==> src/include/flip_pkg.sv <==
// Constants and types shared by the four-level interrupt priority controller
package flip_pkg;

  // ****************************************************************
  // Register bus geometry and register indices (byte address = 4 * index)
  // ****************************************************************
  localparam int unsigned ADDR_W         = 12;
  localparam int unsigned DATA_W         = 32;
  localparam logic [7:0]  IDX_ENABLE     = 8'hA8;
  localparam logic [7:0]  IDX_PRIO_HIGH  = 8'hB7;
  localparam logic [7:0]  IDX_PRIO_LOW   = 8'hC0;
  localparam logic [7:0]  IDX_EVT_STATUS = 8'hC1;
  localparam logic [7:0]  IDX_EVT_MASK   = 8'hC2;
  localparam logic [7:0]  IDX_IN_SERVICE = 8'hC3;

  // ****************************************************************
  // Reset values
  // ****************************************************************
  localparam logic [7:0]  RST_ENABLE     = 8'h00;
  localparam logic [7:0]  RST_PRIO_HIGH  = 8'h00;
  localparam logic [7:0]  RST_PRIO_LOW   = 8'h00;
  localparam logic [2:0]  RST_EVT        = 3'h0;

  // ****************************************************************
  // Enable register field positions (priority registers share them)
  // ****************************************************************
  localparam int unsigned BIT_EXT_ZERO      = 0;
  localparam int unsigned BIT_TIMER_ZERO    = 1;
  localparam int unsigned BIT_EXT_ONE       = 2;
  localparam int unsigned BIT_TIMER_ONE     = 3;
  localparam int unsigned BIT_SERIAL        = 4;
  localparam int unsigned BIT_TIMER_TWO     = 5;
  localparam int unsigned BIT_COUNTER_ARRAY = 6;
  localparam int unsigned BIT_GLOBAL        = 7;
  localparam int unsigned NUM_SOURCES       = 7;
  localparam int unsigned NUM_LEVELS        = 4;

  typedef logic [2:0] flip_src_type;
  typedef logic [1:0] flip_level_type;

  // Bit positions listed by polling rank 1 to 7
  localparam flip_src_type RANK_ORDER [NUM_SOURCES] =
    '{3'h0, 3'h1, 3'h2, 3'h3, 3'h6, 3'h4, 3'h5};
  // Vector address indexed by bit position
  localparam logic [7:0] VECTOR_TABLE [NUM_SOURCES] =
    '{8'h03, 8'h0B, 8'h13, 8'h1B, 8'h23, 8'h2B, 8'h33};
  // Flags cleared on vectoring: always, and only in transition mode
  localparam logic [6:0] HW_CLEAR_ALWAYS = 7'h0A;
  localparam logic [6:0] HW_CLEAR_EDGE   = 7'h05;
  localparam logic [7:0] ENABLE_NO_CA    = 8'hBF;

  // ****************************************************************
  // Event status bits and in-service register fields
  // ****************************************************************
  localparam int unsigned EVT_VECTOR     = 0;
  localparam int unsigned EVT_PREEMPT    = 1;
  localparam int unsigned EVT_RESUME     = 2;
  localparam int unsigned EVT_W          = 3;
  localparam int unsigned ISR_SRC_LSB    = 4;
  localparam int unsigned ISR_BUSY_BIT   = 7;

endpackage

==> src/rtl/flip_controller.sv <==
// Four-level nested interrupt priority controller with APB register access
//
// Function
// - High and low bits give level 0..3
// - Grant only above every level in service
// - Equal or lower request waits for return
// - Higher level preempts lower service at once
// - Return resumes suspended level, four deep
// - Seven sources, fixed ranks and vectors
// - Variant without counter array: six sources
// - Priority high bits in own register
// - Enable register: global gate plus seven enables
// - External flag cleared only when transition mode
`timescale 1ns/1ps
module flip_controller #(
  parameter bit HAS_COUNTER_ARRAY = 1'b1
) (
  // Clock and reset
  input  wire logic                          pclk,
  input  wire logic                          presetn,
  // APB slave
  input  wire logic                          psel,
  input  wire logic                          penable,
  input  wire logic                          pwrite,
  input  wire logic [flip_pkg::ADDR_W-1:0]   paddr,
  input  wire logic [flip_pkg::DATA_W-1:0]   pwdata,
  output logic      [flip_pkg::DATA_W-1:0]   prdata,
  output logic                               pready,
  output logic                               pslverr,
  // Request flags from the sources, indexed by enable bit position
  input  wire logic [6:0]                    src_request,
  input  wire logic                          ext_zero_edge_mode,
  input  wire logic                          ext_one_edge_mode,
  // Processor core side
  input  wire logic                          core_return,
  output logic                               vector_strobe,
  output logic      [7:0]                    vector_addr,
  output logic      [6:0]                    flag_clear,
  // Interrupt to the system
  output logic                               irq
);

  // ****************************************************************
  // State
  // ****************************************************************
  logic [7:0]                 enable_reg,    enable_next;
  logic [7:0]                 prio_high_reg, prio_high_next;
  logic [7:0]                 prio_low_reg,  prio_low_next;
  logic [2:0]                 status_reg,    status_next;
  logic [2:0]                 mask_reg,      mask_next;
  logic [31:0]                prdata_reg,    prdata_next;
  logic                       pready_reg,    pready_next;
  logic                       pslverr_reg,   pslverr_next;
  logic                       irq_reg,       irq_next;
  logic [3:0]                 active_reg,    active_next;
  flip_pkg::flip_src_type     src_stack_reg  [4];
  flip_pkg::flip_src_type     src_stack_next [4];
  logic                       vector_strobe_reg, vector_strobe_next;
  logic [7:0]                 vector_addr_reg,   vector_addr_next;
  logic [6:0]                 flag_clear_reg,    flag_clear_next;
  flip_pkg::flip_src_type     grant_src_reg,     grant_src_next;
  flip_pkg::flip_level_type   grant_lvl_reg,     grant_lvl_next;

  // Controller combinational results
  logic [6:0]                 pend;
  logic                       any_active;
  flip_pkg::flip_level_type   top_lvl;
  logic                       found;
  flip_pkg::flip_src_type     best_src;
  flip_pkg::flip_level_type   best_lvl;
  logic                       grant_ok;
  logic [2:0]                 events;

  // Bus decode results
  logic                       wr_en;
  logic [7:0]                 word_idx;

  function automatic flip_pkg::flip_level_type level_of(input flip_pkg::flip_src_type b);
    level_of = {prio_high_reg[b], prio_low_reg[b]};
  endfunction

  // ****************************************************************
  // Arbitration and nesting
  // ****************************************************************
  always_comb
  begin
    logic [3:0] popped;
    popped = active_reg;
    pend = src_request & enable_reg[6:0] & {7{enable_reg[flip_pkg::BIT_GLOBAL]}};
    if (!HAS_COUNTER_ARRAY)
    begin
      pend[flip_pkg::BIT_COUNTER_ARRAY] = 1'b0;
    end
    any_active = |active_reg;
    top_lvl = 2'h0;
    for (int l = 0; l < 4; l++)
    begin
      if (active_reg[l])
      begin
        top_lvl = flip_pkg::flip_level_type'(l);
      end
    end
    // Highest level wins; within a level the first rank found stays
    found = 1'b0;
    best_src = 3'h0;
    best_lvl = 2'h0;
    for (int r = 0; r < 7; r++)
    begin
      if (pend[flip_pkg::RANK_ORDER[r]] &&
          (!found || level_of(flip_pkg::RANK_ORDER[r]) > best_lvl))
      begin
        found = 1'b1;
        best_src = flip_pkg::RANK_ORDER[r];
        best_lvl = level_of(flip_pkg::RANK_ORDER[r]);
      end
    end
    grant_ok = found && (!any_active || best_lvl > top_lvl);
    active_next = active_reg;
    src_stack_next = src_stack_reg;
    if (core_return && any_active)
    begin
      popped[top_lvl] = 1'b0;
      active_next = popped;
    end
    vector_strobe_next = grant_ok;
    vector_addr_next = vector_addr_reg;
    flag_clear_next = 7'h00;
    grant_src_next = grant_src_reg;
    grant_lvl_next = grant_lvl_reg;
    if (grant_ok)
    begin
      active_next[best_lvl] = 1'b1;
      src_stack_next[best_lvl] = best_src;
      vector_addr_next = flip_pkg::VECTOR_TABLE[best_src];
      grant_src_next = best_src;
      grant_lvl_next = best_lvl;
      flag_clear_next = (7'h01 << best_src) & (flip_pkg::HW_CLEAR_ALWAYS |
                        (flip_pkg::HW_CLEAR_EDGE &
                         {4'h0, ext_one_edge_mode, 1'b0, ext_zero_edge_mode}));
    end
    events = 3'h0;
    events[flip_pkg::EVT_VECTOR] = grant_ok;
    events[flip_pkg::EVT_PREEMPT] = grant_ok && any_active;
    events[flip_pkg::EVT_RESUME] = core_return && any_active && (|popped) && !grant_ok;
  end

  // ****************************************************************
  // APB registers
  // ****************************************************************
  always_comb
  begin
    logic hit;
    logic [7:0] rd;
    hit = (paddr[1:0] == 2'h0) && (paddr[11:10] == 2'h0);
    word_idx = paddr[9:2];
    rd = 8'h00;
    if (!hit)
    begin
      hit = 1'b0;
    end
    else if (word_idx == flip_pkg::IDX_ENABLE)
    begin
      rd = enable_reg;
    end
    else if (word_idx == flip_pkg::IDX_PRIO_HIGH)
    begin
      rd = prio_high_reg;
    end
    else if (word_idx == flip_pkg::IDX_PRIO_LOW)
    begin
      rd = prio_low_reg;
    end
    else if (word_idx == flip_pkg::IDX_EVT_STATUS)
    begin
      rd = {5'h00, status_reg};
    end
    else if (word_idx == flip_pkg::IDX_EVT_MASK)
    begin
      rd = {5'h00, mask_reg};
    end
    else if (word_idx == flip_pkg::IDX_IN_SERVICE)
    begin
      rd = {any_active, src_stack_reg[top_lvl], active_reg};
    end
    else
    begin
      hit = 1'b0;
    end
    // First access edge loads the answer; the next edge completes it
    pready_next = psel && penable && !pready_reg;
    prdata_next = pready_next ? {24'h000000, (hit ? rd : 8'h00)} : prdata_reg;
    pslverr_next = pready_next ? !hit : 1'b0;
    wr_en = psel && penable && pready_reg && pwrite && !pslverr_reg;
    enable_next = enable_reg;
    prio_high_next = prio_high_reg;
    prio_low_next = prio_low_reg;
    mask_next = mask_reg;
    status_next = status_reg;
    if (wr_en && word_idx == flip_pkg::IDX_ENABLE)
    begin
      enable_next = pwdata[7:0] & (HAS_COUNTER_ARRAY ? 8'hFF : flip_pkg::ENABLE_NO_CA);
    end
    if (wr_en && word_idx == flip_pkg::IDX_PRIO_HIGH)
    begin
      prio_high_next = pwdata[7:0];
    end
    if (wr_en && word_idx == flip_pkg::IDX_PRIO_LOW)
    begin
      prio_low_next = pwdata[7:0];
    end
    if (wr_en && word_idx == flip_pkg::IDX_EVT_MASK)
    begin
      mask_next = pwdata[2:0];
    end
    if (wr_en && word_idx == flip_pkg::IDX_EVT_STATUS)
    begin
      status_next = status_reg & ~pwdata[2:0];
    end
    // A new event outlives a simultaneous clear
    status_next = status_next | events;
    irq_next = |(status_next & mask_next);
  end

  always_ff @(posedge pclk or negedge presetn)
  begin
    if (!presetn)
    begin
      enable_reg        <= flip_pkg::RST_ENABLE;
      prio_high_reg     <= flip_pkg::RST_PRIO_HIGH;
      prio_low_reg      <= flip_pkg::RST_PRIO_LOW;
      status_reg        <= flip_pkg::RST_EVT;
      mask_reg          <= flip_pkg::RST_EVT;
      prdata_reg        <= 32'h00000000;
      pready_reg        <= 1'b0;
      pslverr_reg       <= 1'b0;
      irq_reg           <= 1'b0;
      active_reg        <= 4'h0;
      src_stack_reg     <= '{default: 3'h0};
      vector_strobe_reg <= 1'b0;
      vector_addr_reg   <= 8'h00;
      flag_clear_reg    <= 7'h00;
      grant_src_reg     <= 3'h0;
      grant_lvl_reg     <= 2'h0;
    end
    else
    begin
      enable_reg        <= enable_next;
      prio_high_reg     <= prio_high_next;
      prio_low_reg      <= prio_low_next;
      status_reg        <= status_next;
      mask_reg          <= mask_next;
      prdata_reg        <= prdata_next;
      pready_reg        <= pready_next;
      pslverr_reg       <= pslverr_next;
      irq_reg           <= irq_next;
      active_reg        <= active_next;
      src_stack_reg     <= src_stack_next;
      vector_strobe_reg <= vector_strobe_next;
      vector_addr_reg   <= vector_addr_next;
      flag_clear_reg    <= flag_clear_next;
      grant_src_reg     <= grant_src_next;
      grant_lvl_reg     <= grant_lvl_next;
    end
  end

  assign prdata        = prdata_reg;
  assign pready        = pready_reg;
  assign pslverr       = pslverr_reg;
  assign vector_strobe = vector_strobe_reg;
  assign vector_addr   = vector_addr_reg;
  assign flag_clear    = flag_clear_reg;
  assign irq           = irq_reg;
endmodule

==> config.mk <==
export PLATFORM = sky130hd
export DESIGN_NAME = flip_controller
export DESIGN_NICKNAME = d
export VERILOG_FILES = /design/src/include/flip_pkg.sv /design/src/rtl/flip_controller.sv
export SDC_FILE = /design/constraint.sdc
export NUM_CORES = 1
export LEC_CHECK = 0
export BUFFER_PORTS_ARGS = -buffer_cell sky130_fd_sc_hd__buf_4
export CAP_MARGIN = 0
export CORE_MARGIN = 2
export CORE_UTILIZATION = 45
export DETAILED_ROUTE_END_ITERATION = 10
export PLACE_DENSITY = 0.66
export SLEW_MARGIN = 5
export SYNTH_ARGS = -nofsm -noshare
export SYNTH_HDL_FRONTEND = slang
export SYNTH_SLANG_ARGS = --single-unit
==> constraint.sdc <==
create_clock -name pclk -period 11.4 [get_ports pclk]
set_input_delay 1.71 -clock pclk [delete_from_list [all_inputs] [get_ports pclk]]
set_output_delay 1.71 -clock pclk [all_outputs]
set_load 0.02 [all_outputs]
---- Word level (Yosys, flattened, before mapping) ----
Memory sizes are Yosys's and may differ from the RTL's. A register that Yosys moved wholly into a read port is not among the register bits.
Index checks and enable logic that the tools add are counted.
storage, ports and cells
  flip-flop bits (word level) ............. 65
  memory bits (read-only) ................. 64
  bits of input ports ..................... 59
  logic and storage cells ................. 154
  memories ................................ 1
cells by class
  magnitude comparators ................... 14
  eq/ne operators ......................... 6
  shift-type cells ........................ 1
  multiplexer cells ....................... 54
  bitwise logic cells ..................... 13
  reduce and logical (&&, ||, !) cells .... 49
memories
  memory           words  width  read ports  clocked after memory_dff  write ports  RTL line                source
  (no name shown)  8      8      1           1                         0            flip_controller.sv:134  vector_addr_next = flip_pkg::VECTOR_TABLE[best_src];
operators with widths
  operator                                                               count
  8-bit 2-to-1 mux                                                       8
  8-bit equality test (second input constant)                            6
  3-bit 2-to-1 mux                                                       10
  1-bit logical AND                                                      25
  1-bit 2-to-1 mux                                                       19
  2-bit 2-to-1 mux                                                       9
  7-bit AND                                                              2
  2-bit greater-than comparator                                          7
  12-bit bitwise mux                                                     1
  1-bit logical NOT                                                      12
  4-bit 2-to-1 mux                                                       2
  4-bit OR reduction                                                     2
  7-bit by 4-bit AND with 7-bit output                                   1
  1-bit logical OR                                                       7
  7-bit 2-to-1 mux                                                       1
  1-bit by 3-bit << shifter with 7-bit output (first input constant)     1
  3-bit AND                                                              2
  3-bit binary-select mux with 2-bit select                              1
  3-bit demux with 2-bit select                                          1
  3-bit greater-or-equal comparator (second input constant)              2
  2-bit by 3-bit < comparator with 1-bit output (second input constant)  2
  2-bit inverter with 3-bit output                                       2
  4-bit AND                                                              1
  1-bit demux with 2-bit select                                          2
  9 further kinds                                                        11

---- Logic depth before layout (Yosys ltp) ----
Gate-level depths: netlist (run 1).
  word-level depth ........................ 35
  gate-level depth with buffers ........... 51
  depth with buffers taken out ............ 49

---- Worst setup path before layout (run 1) ----
Ideal clock, no wire load.
  path type ............................... input to register
  start ................................... input src_request[0]
  end ..................................... register src_stack_reg[10] (netlist name)
  arrival time ............................ 9778 ps
  path slack .............................. 1497 ps
  stages .................................. 47
  path buffers ............................ 0
  cells stage by stage .................... and3_1 nand2_1 ha_1 nor2b_1 o21ai_1 a21oi_1 a22oi_1 ha_1 nor2b_1 o21ai_1 a21oi_1 a221o_1 nand2_1 ha_1 nor2b_1 o21ai_0 a21oi_1 and2_1 [11 not listed] o21a_1 ha_1 nor2b_1 o211ai_1 o21ai_2 a21oi_1 a21oi_1 a21oi_2 inv_2 ha_1 nand2_1 o21ai_0 a21boi_1 o2111ai_1 nor2_1 a211oi_2 or2_4 mux2_4
between the ends
  longest elaborated chain between the ends .. 33
  elaborated cells on any way between the ends .. 55
ends and longest elaborated chain
  item                                                                                                                      RTL line                source
  start, declared                                                                                                           flip_controller.sv:31   input wire logic [6:0] src_request,
  7-bit AND * (2 in series)                                                                                                 flip_controller.sv:89   pend = src_request & enable_reg[6:0] & {7{enable_reg[flip_pkg::BIT_GLOBAL]}};
  2-bit 2-to-1 mux or 1-bit 2-to-1 mux (tied branches)                                                                      flip_controller.sv:109  if (pend[flip_pkg::RANK_ORDER[r]] &&
  2-bit greater-than comparator or 1-bit logical NOT (tied branches)                                                        flip_controller.sv:110  (!found || level_of(flip_pkg::RANK_ORDER[r]) > best_lvl))
  1-bit logical OR                                                                                                          flip_controller.sv:110
  1-bit logical AND                                                                                                         flip_controller.sv:109
  2-bit 2-to-1 mux or 1-bit 2-to-1 mux (tied branches)                                                                      flip_controller.sv:109
  2-bit greater-than comparator or 1-bit logical NOT (tied branches)                                                        flip_controller.sv:110
  1-bit logical OR                                                                                                          flip_controller.sv:110
  [16 not listed]                                                                                                           -
  1-bit logical AND                                                                                                         flip_controller.sv:109
  2-bit 2-to-1 mux                                                                                                          flip_controller.sv:109
  2-bit inverter with 3-bit output (implied by the code)                                                                    flip_controller.sv:133  src_stack_next[best_lvl] = best_src;
  3-bit greater-or-equal comparator (implied by the code) or 3-bit by 1-bit < comparator with 1-bit output (tied branches)  flip_controller.sv:133
  1-bit logical AND (implied by the code)                                                                                   flip_controller.sv:133
  3-bit 2-to-1 mux (implied by the code)                                                                                    flip_controller.sv:133
  3-bit demux with 2-bit select                                                                                             flip_controller.sv:133
  12-bit bitwise mux                                                                                                        flip_controller.sv:133
  end signal, assigned                                                                                                      flip_controller.sv:257  src_stack_reg <= src_stack_next;
  end, declared                                                                                                             flip_controller.sv:56   flip_pkg::flip_src_type src_stack_reg [4];
Mark *: on every way between the ends. The rest lies on a longest branch, timed or not.
A chain may end at the register's enable or synchronous reset.

---- Worst setup path in the final report (run 1) ----
  start ................................... input src_request[0]
  end ..................................... register src_stack_reg[11] (netlist name)
The elaborated chain is that of the path after synthesis.

==> flow_summary.json, run 1 <==
{
  "synth_cell_types": 59,
  "required_ps": 11640,
  "post-dp-hpwl_um": 7120,
  "vias": 3095,
  "synth_area_per_cell_um2": 9.75,
  "synth_top_cell_by_area": "dfrtp_1",
  "grt.total_usage_pct": 20.5,
  "area_growth_pct": 16.1,
  "hold_path.class": "flip-flop to flip-flop",
  "p_per_area_nw_per_um2": 107,
  "synthFlopType": "dfrtp_1",
  "reg2reg_slack_ps": 1510,
  "combPwrFrac_pct": 6.8,
  "initialDrtViolationCount": 122,
  "synth.most_common_cell": "dfrtp_1",
  "hold_violations": 0,
  "yosysWarnings": 0,
  "clockBufferDepth": 2,
  "max-vdd-ir-drop_v": 0.0000545,
  "place_inst": 556,
  "crit_top_cell": "ha_1",
  "switching_power_mw": 0.125,
  "synth_edf_count": 0,
  "p_total_mw": 0.495,
  "netlist_instances": 408,
  "grt_pass1_wl_um": 15500,
  "seqPwrFrac_pct": 47.5,
  "syn_area_um2": 3980,
  "grt_pass1_vias": 3028,
  "critPathMaxFanout": 9,
  "synth_top_area_share_pct": 41.5,
  "dieArea_um2": 9610,
  "grt_max_degree": 67,
  "nNetsFinal": 532,
  "drt_pass1_iterations": 4,
  "finalCritPeriodShare_pct": 93.7,
  "clkPwrFrac_pct": 45.7,
  "timing.hold.ws_ps": 484,
  "critPathLaunchType": "primary input",
  "drv_slew": 0,
  "core_area_um2": 8640,
  "p_leak_nw": 2.31,
  "critPathMaxStageDelay_ps": 380,
  "wl_um": 9420,
  "port_buffers": 55,
  "cts_tree": "built",
  "grt-ovfl-total": 0,
  "start_util_pct": 46.1,
  "arrival_ps": 10920,
  "clock-root-buffer": "clkbuf_8",
  "largest_reg_flops": 12,
  "insertion_delay_ps": 350,
  "numCtsBuffers": 9,
  "place.gp.congestion": 0.827,
  "finalSetupViolCount": 0,
  "die-width_um": 98.0,
  "worst_slew_pin_slew_ps": 873,
  "critPathKind": "primary input to flip-flop",
  "instances_no_fill": 572,
  "critPathCaptureType": "flip-flop",
  "drive_gt1_share_pct": 27.2,
  "ant_nets": 0,
  "viasPerCell": 5.41,
  "finalSetupTns_ps": 0,
  "ios": 110,
  "fin_worst_skew_ps": 10.4,
  "ys_ff_latch": 66,
  "critPathLaunch": "src_request[0]",
  "status": "finished clean",
  "intPower_mw": 0.370,
  "fmax_ghz": 0.0936,
  "yosys-top-cells-count": "dfrtp_1 (66), nand2_1 (59), buf_4 (31)",
  "path_clk_slew_ps": 80,
  "post_cts_buffers": 0,
  "synth_seq_area_share_pct": 41.5,
  "rows": 34,
  "wl_per_cell_um": 16.5,
  "synth-async-reset-ratio_pct": 100,
  "r2r_start": "enable_reg[7]",
  "drc": 0,
  "cts_sinks": 66,
  "ys_top_cells_by_area": "dfrtp_1 (42%), mux2_2 (7.4%), buf_4 (5.9%)",
  "switching_share_pct": 25.2,
  "htree_levels": 3,
  "hold_start": "prdata[7]",
  "antenna_cells": 0,
  "final_period_minus_worst_setup_slack_ps": 10690,
  "slew_headroom_pct": 41.6,
  "cap_viol_max_count": 0,
  "rsz0062_at_grt": "no",
  "slowest_stage": "a221oi_4",
  "antenna_found_initial": 0,
  "die_h_um": 98.0
}
## worst max-delay path: cells and delay by family
kind,cells,cell delay [ps]
AO/OA/AOI/OAI,24,4620
adder cells (fa/ha/maj),7,1960
buffers and inverters,3,250
multiplexers,1,300
AND/OR/NAND/NOR,14,2100
## final timing paths
kind                                endpoint  cells after the start
max                        src_stack_reg[11]                     49
min                                prdata[7]                      2
max reg2reg                src_stack_reg[11]                     48
min reg2reg                        prdata[7]                      2
max in group asynchronous      enable_reg[2]                      1
min in group asynchronous                irq                      1
## kinds of logic (layout without fill, tap and decap cells)
| family | count (synthesis) | in the layout | synth area share [%] |
|---|---|---|---|
| and+or+nand+nor | 136 | 136 | 16.5 |
| AOI/OAI and AO/OA | 90 | 90 | 15.9 |
| DFF | 66 | 66 | 41.5 |
| buffers and inverters | 59 | 86 | 8.59 |
| muxes | 42 | 42 | 12.9 |
| adders and majority gates | 14 | 14 | 4.40 |
| other | 1 | 30 | 0.0943 |
## what timing repair did
| action | 4_1_cts | 5_1_grt |
|---|---|---|
| hold buffers | 0 | 0 |
| gates resized for setup | 0 | 7 |
| endpoints found under the setup margin | 0 | 12 |
## through the flow
| step | util, % | area [um^2] | setup WS (ps) |
|---|---|---|---|
| floorplan | - | 4090 | 1500 |
| detailed placement | 50.5 | 4360 | 243 |
| CTS | 53.1 | 4580 | 569 |
| global placement | 50.5 | 4360 | 428 |
| global route | 53.5 | 4620 | 45.8 |
| finish | 53.5 | 4620 | 715 |
## power groups by stage
stage	logic [mW]	clock network (mW)	registers [mW]
after CTS	0.0339	0.230	0.236
after floorplan	0.0231	0	0.241
after global placement	0.0334	0	0.240
after global routing	0.0371	0.240	0.236
after detailed placement	0.0339	0	0.240
final	0.0336	0.226	0.236
## final cells by class
cell class | instances | area, um^2
multi-input combinational | 312 | 2130
timing repair buffer | 56 | 420
fill | 816 | 4020
clock buffer | 9 | 124
clock inverter | 7 | 101
inverter | 14 | 52.6
sequential | 66 | 1650
tap | 108 | 135
## per-layer routing
metal	GRT usage, %	share of wire, %	wire [um]	vias to the layer above
met5	0	0	0	-
met4	5.56	1.5	138	0
met3	4.37	5.4	511	11
met2	33.8	49	4640	84
met1	27.5	44	4130	1506
li1	-	-	-	1494
## placed cells by master (no fill, tap or decap), types with 3 or more instances in the layout
cell,synthesis,layout
nor2_2,2,3
a22o_1,5,5
clkbuf_8,0,9
nand3_1,10,10
buf_4,31,56
nor4_1,4,3
and3_1,3,3
mux2_4,3,3
nor2b_1,8,8
a21o_1,6,6
nor2_1,21,20
nand4_1,3,3
o21ai_0,18,17
mux2_2,26,26
dfrtp_1,66,66
nor3_1,4,4
and2_1,6,6
o21ai_1,6,7
nand2_1,59,59
mux4_2,3,3
mux2i_1,4,4
o31ai_1,6,6
inv_1,13,13
conb_1,1,30
and4_1,3,3
ha_1,14,14
a21oi_1,18,18
mux2_1,6,6
nand2b_1,3,3
No activity file was read; power rests on OpenSTA's default activity.
==> run 2, diff against run 1 <==
- clock period: 11.4 -> 13.3 ns (I/O delays scaled with it)
==> run 2 against run 1 <==
Clock skew is 4.1 ps higher. Cell count unchanged. Final area is 0.76% lower. Non-clock buffer count unchanged. First-iteration DRC count increased by 41%. Die area stayed put. Count of clock-buffer cells in the layout unchanged. Largest cell class unchanged. Highest routed layer unchanged.
==> flow_summary.json, run 2 (synthesis gave the netlist of run 1 again) <==
{
  "grt_max_degree": 67,
  "finalCritPeriodShare_pct": 84.2,
  "fin_worst_skew_ps": 14.5,
  "max-vdd-ir-drop_v": 0.0000484,
  "dieArea_um2": 9610,
  "p_leak_nw": 2.30,
  "r2r_cells": 47,
  "reg2reg_slack_ps": 3180,
  "grt_pass1_wl_um": 15400,
  "status": "finished clean",
  "worst_slew_pin_slew_ps": 877,
  "finalSetupTns_ps": 0,
  "preCtsSetupSlack_ps": 1840,
  "initialDrtViolationCount": 172,
  "finalSetupViolCount": 0,
  "required_ps": 13540,
  "critPathMaxFanout": 9,
  "wl_per_cell_um": 16.6,
  "clock-root-buffer": "clkbuf_8",
  "cts_tree": "built",
  "final_common_cell": "dfrtp_1",
  "p_per_area_nw_per_um2": 92.8,
  "ant_nets": 0,
  "wl_um": 9480,
  "clockBufferDepth": 2,
  "critPathKind": "primary input to flip-flop",
  "start_util_pct": 46.1,
  "hold_path.class": "flip-flop to flip-flop",
  "critPathCaptureType": "flip-flop",
  "core_area_um2": 8640,
  "critPathLaunchType": "primary input",
  "grt_pass1_vias": 3041,
  "cts_hold_buf": 0,
  "worstHoldEndpoint": "prdata[7]",
  "final_period_minus_worst_setup_slack_ps": 11190,
  "htree_levels": 3,
  "antenna_found_initial": 0,
  "die-width_um": 98.0,
  "hold_violations": 0,
  "nNetsFinal": 532,
  "viasPerCell": 5.45,
  "slew_headroom_pct": 41.3,
  "insertion_delay_ps": 350,
  "vias": 3116,
  "crit_top_cell": "ha_1",
  "arrival_ps": 11430,
  "fmax_ghz": 0.0893,
  "place_inst": 556,
  "antenna_cells": 0,
  "numCtsBuffers": 9,
  "cts_resized": 0,
  "hold_depth": 2,
  "drc": 0,
  "r2r_start": "enable_reg[7]",
  "cts_sinks": 66,
  "finalWorstSetupSlack_ps": 2110,
  "drt_pass1_iterations": 4,
  "die_h_um": 98.0,
  "place.gp.congestion": 0.827,
  "largest_reg_flops": 12,
  "rows": 34,
  "grt.total_usage_pct": 20.5,
  "instances_no_fill": 572,
  "area_growth_pct": 15.3,
  "reg2reg_to": "src_stack_reg[5]",
  "rsz0062_at_grt": "no",
  "hold_start": "prdata[7]",
  "post-dp-hpwl_um": 7140,
  "drv_slew": 0,
  "grt-ovfl-total": 0,
  "path_clk_slew_ps": 80,
  "post_cts_buffers": 0,
  "critPathMaxStageDelay_ps": 420,
  "slowest_stage": "a221oi_2",
  "ios": 110,
  "layout_common_cells": "dfrtp_1 (66), nand2_1 (59), buf_4 (56)",
  "port_buffers": 55,
  "drive_gt1_share_pct": 26.3,
  "p_total_mw": 0.426,
  "cap_viol_max_count": 0
}
## run 2: cell counts in the layout (fill, tap and decap cells not counted)
No cell type changed its count.
## run 2: area by class of cell
class / count / area [um^2]
multi-input combinational: 312 / 2100
fill: 797 / 4050
sequential: 66 / 1650
inverter: 14 / 52.6
timing repair buffer: 56 / 420
clock buffer: 9 / 124
tap: 108 / 135
clock inverter: 7 / 101
## run 2: per-stage QoR
stage / cell area (um^2) / util [%] / hold slack [ps]
2_1_floorplan: 4090 / - / 452
3_3_place_gp: 4360 / 50.5 / 464
6_report: 4580 / 53.1 / 482
4_1_cts: 4580 / 53.1 / 488
3_5_place_dp: 4360 / 50.5 / 472
5_1_grt: 4580 / 53.1 / 508
## run 2: worst max-delay path: cells and delay by family
family,cells,cell delay (ps)
AOI/OAI and AO/OA,25,5300
adders and majority gates,7,1990
buffers and inverters,3,250
muxes,1,360
and+or+nand+nor,12,1550
## run 2: worst max path at each step
| stage | start | slack [ps] | to | depth (start not counted) |
|---|---|---|---|---|
| floorplan | src_request[0] | 3110 | src_stack_reg[10] | 47 |
| global placement | src_request[0] | 2040 | src_stack_reg[11] | 49 |
| detailed placement | src_request[0] | 1840 | src_stack_reg[9] | 49 |
| CTS | src_request[0] | 2090 | src_stack_reg[11] | 49 |
| global route | src_request[0] | 1410 | src_stack_reg[5] | 48 |
| finish | src_request[0] | 2110 | src_stack_reg[5] | 48 |
## run 2: per-layer routing
layer / up-vias / global-route usage, % / share of wire (%)
met3: 10 / 3.65 / 5.4
met1: 1506 / 27.1 / 44
met4: 0 / 6.62 / 1.4
met5: - / 0 / 0
met2: 90 / 34.1 / 49
li1: 1510 / - / -
## run 2: power breakdown
| group | internal, mW | switching, mW |
|---|---|---|
| combinational | 0.00916 | 0.0196 |
| sequential | 0.201 | 0.000608 |
| clock | 0.107 | 0.0878 |
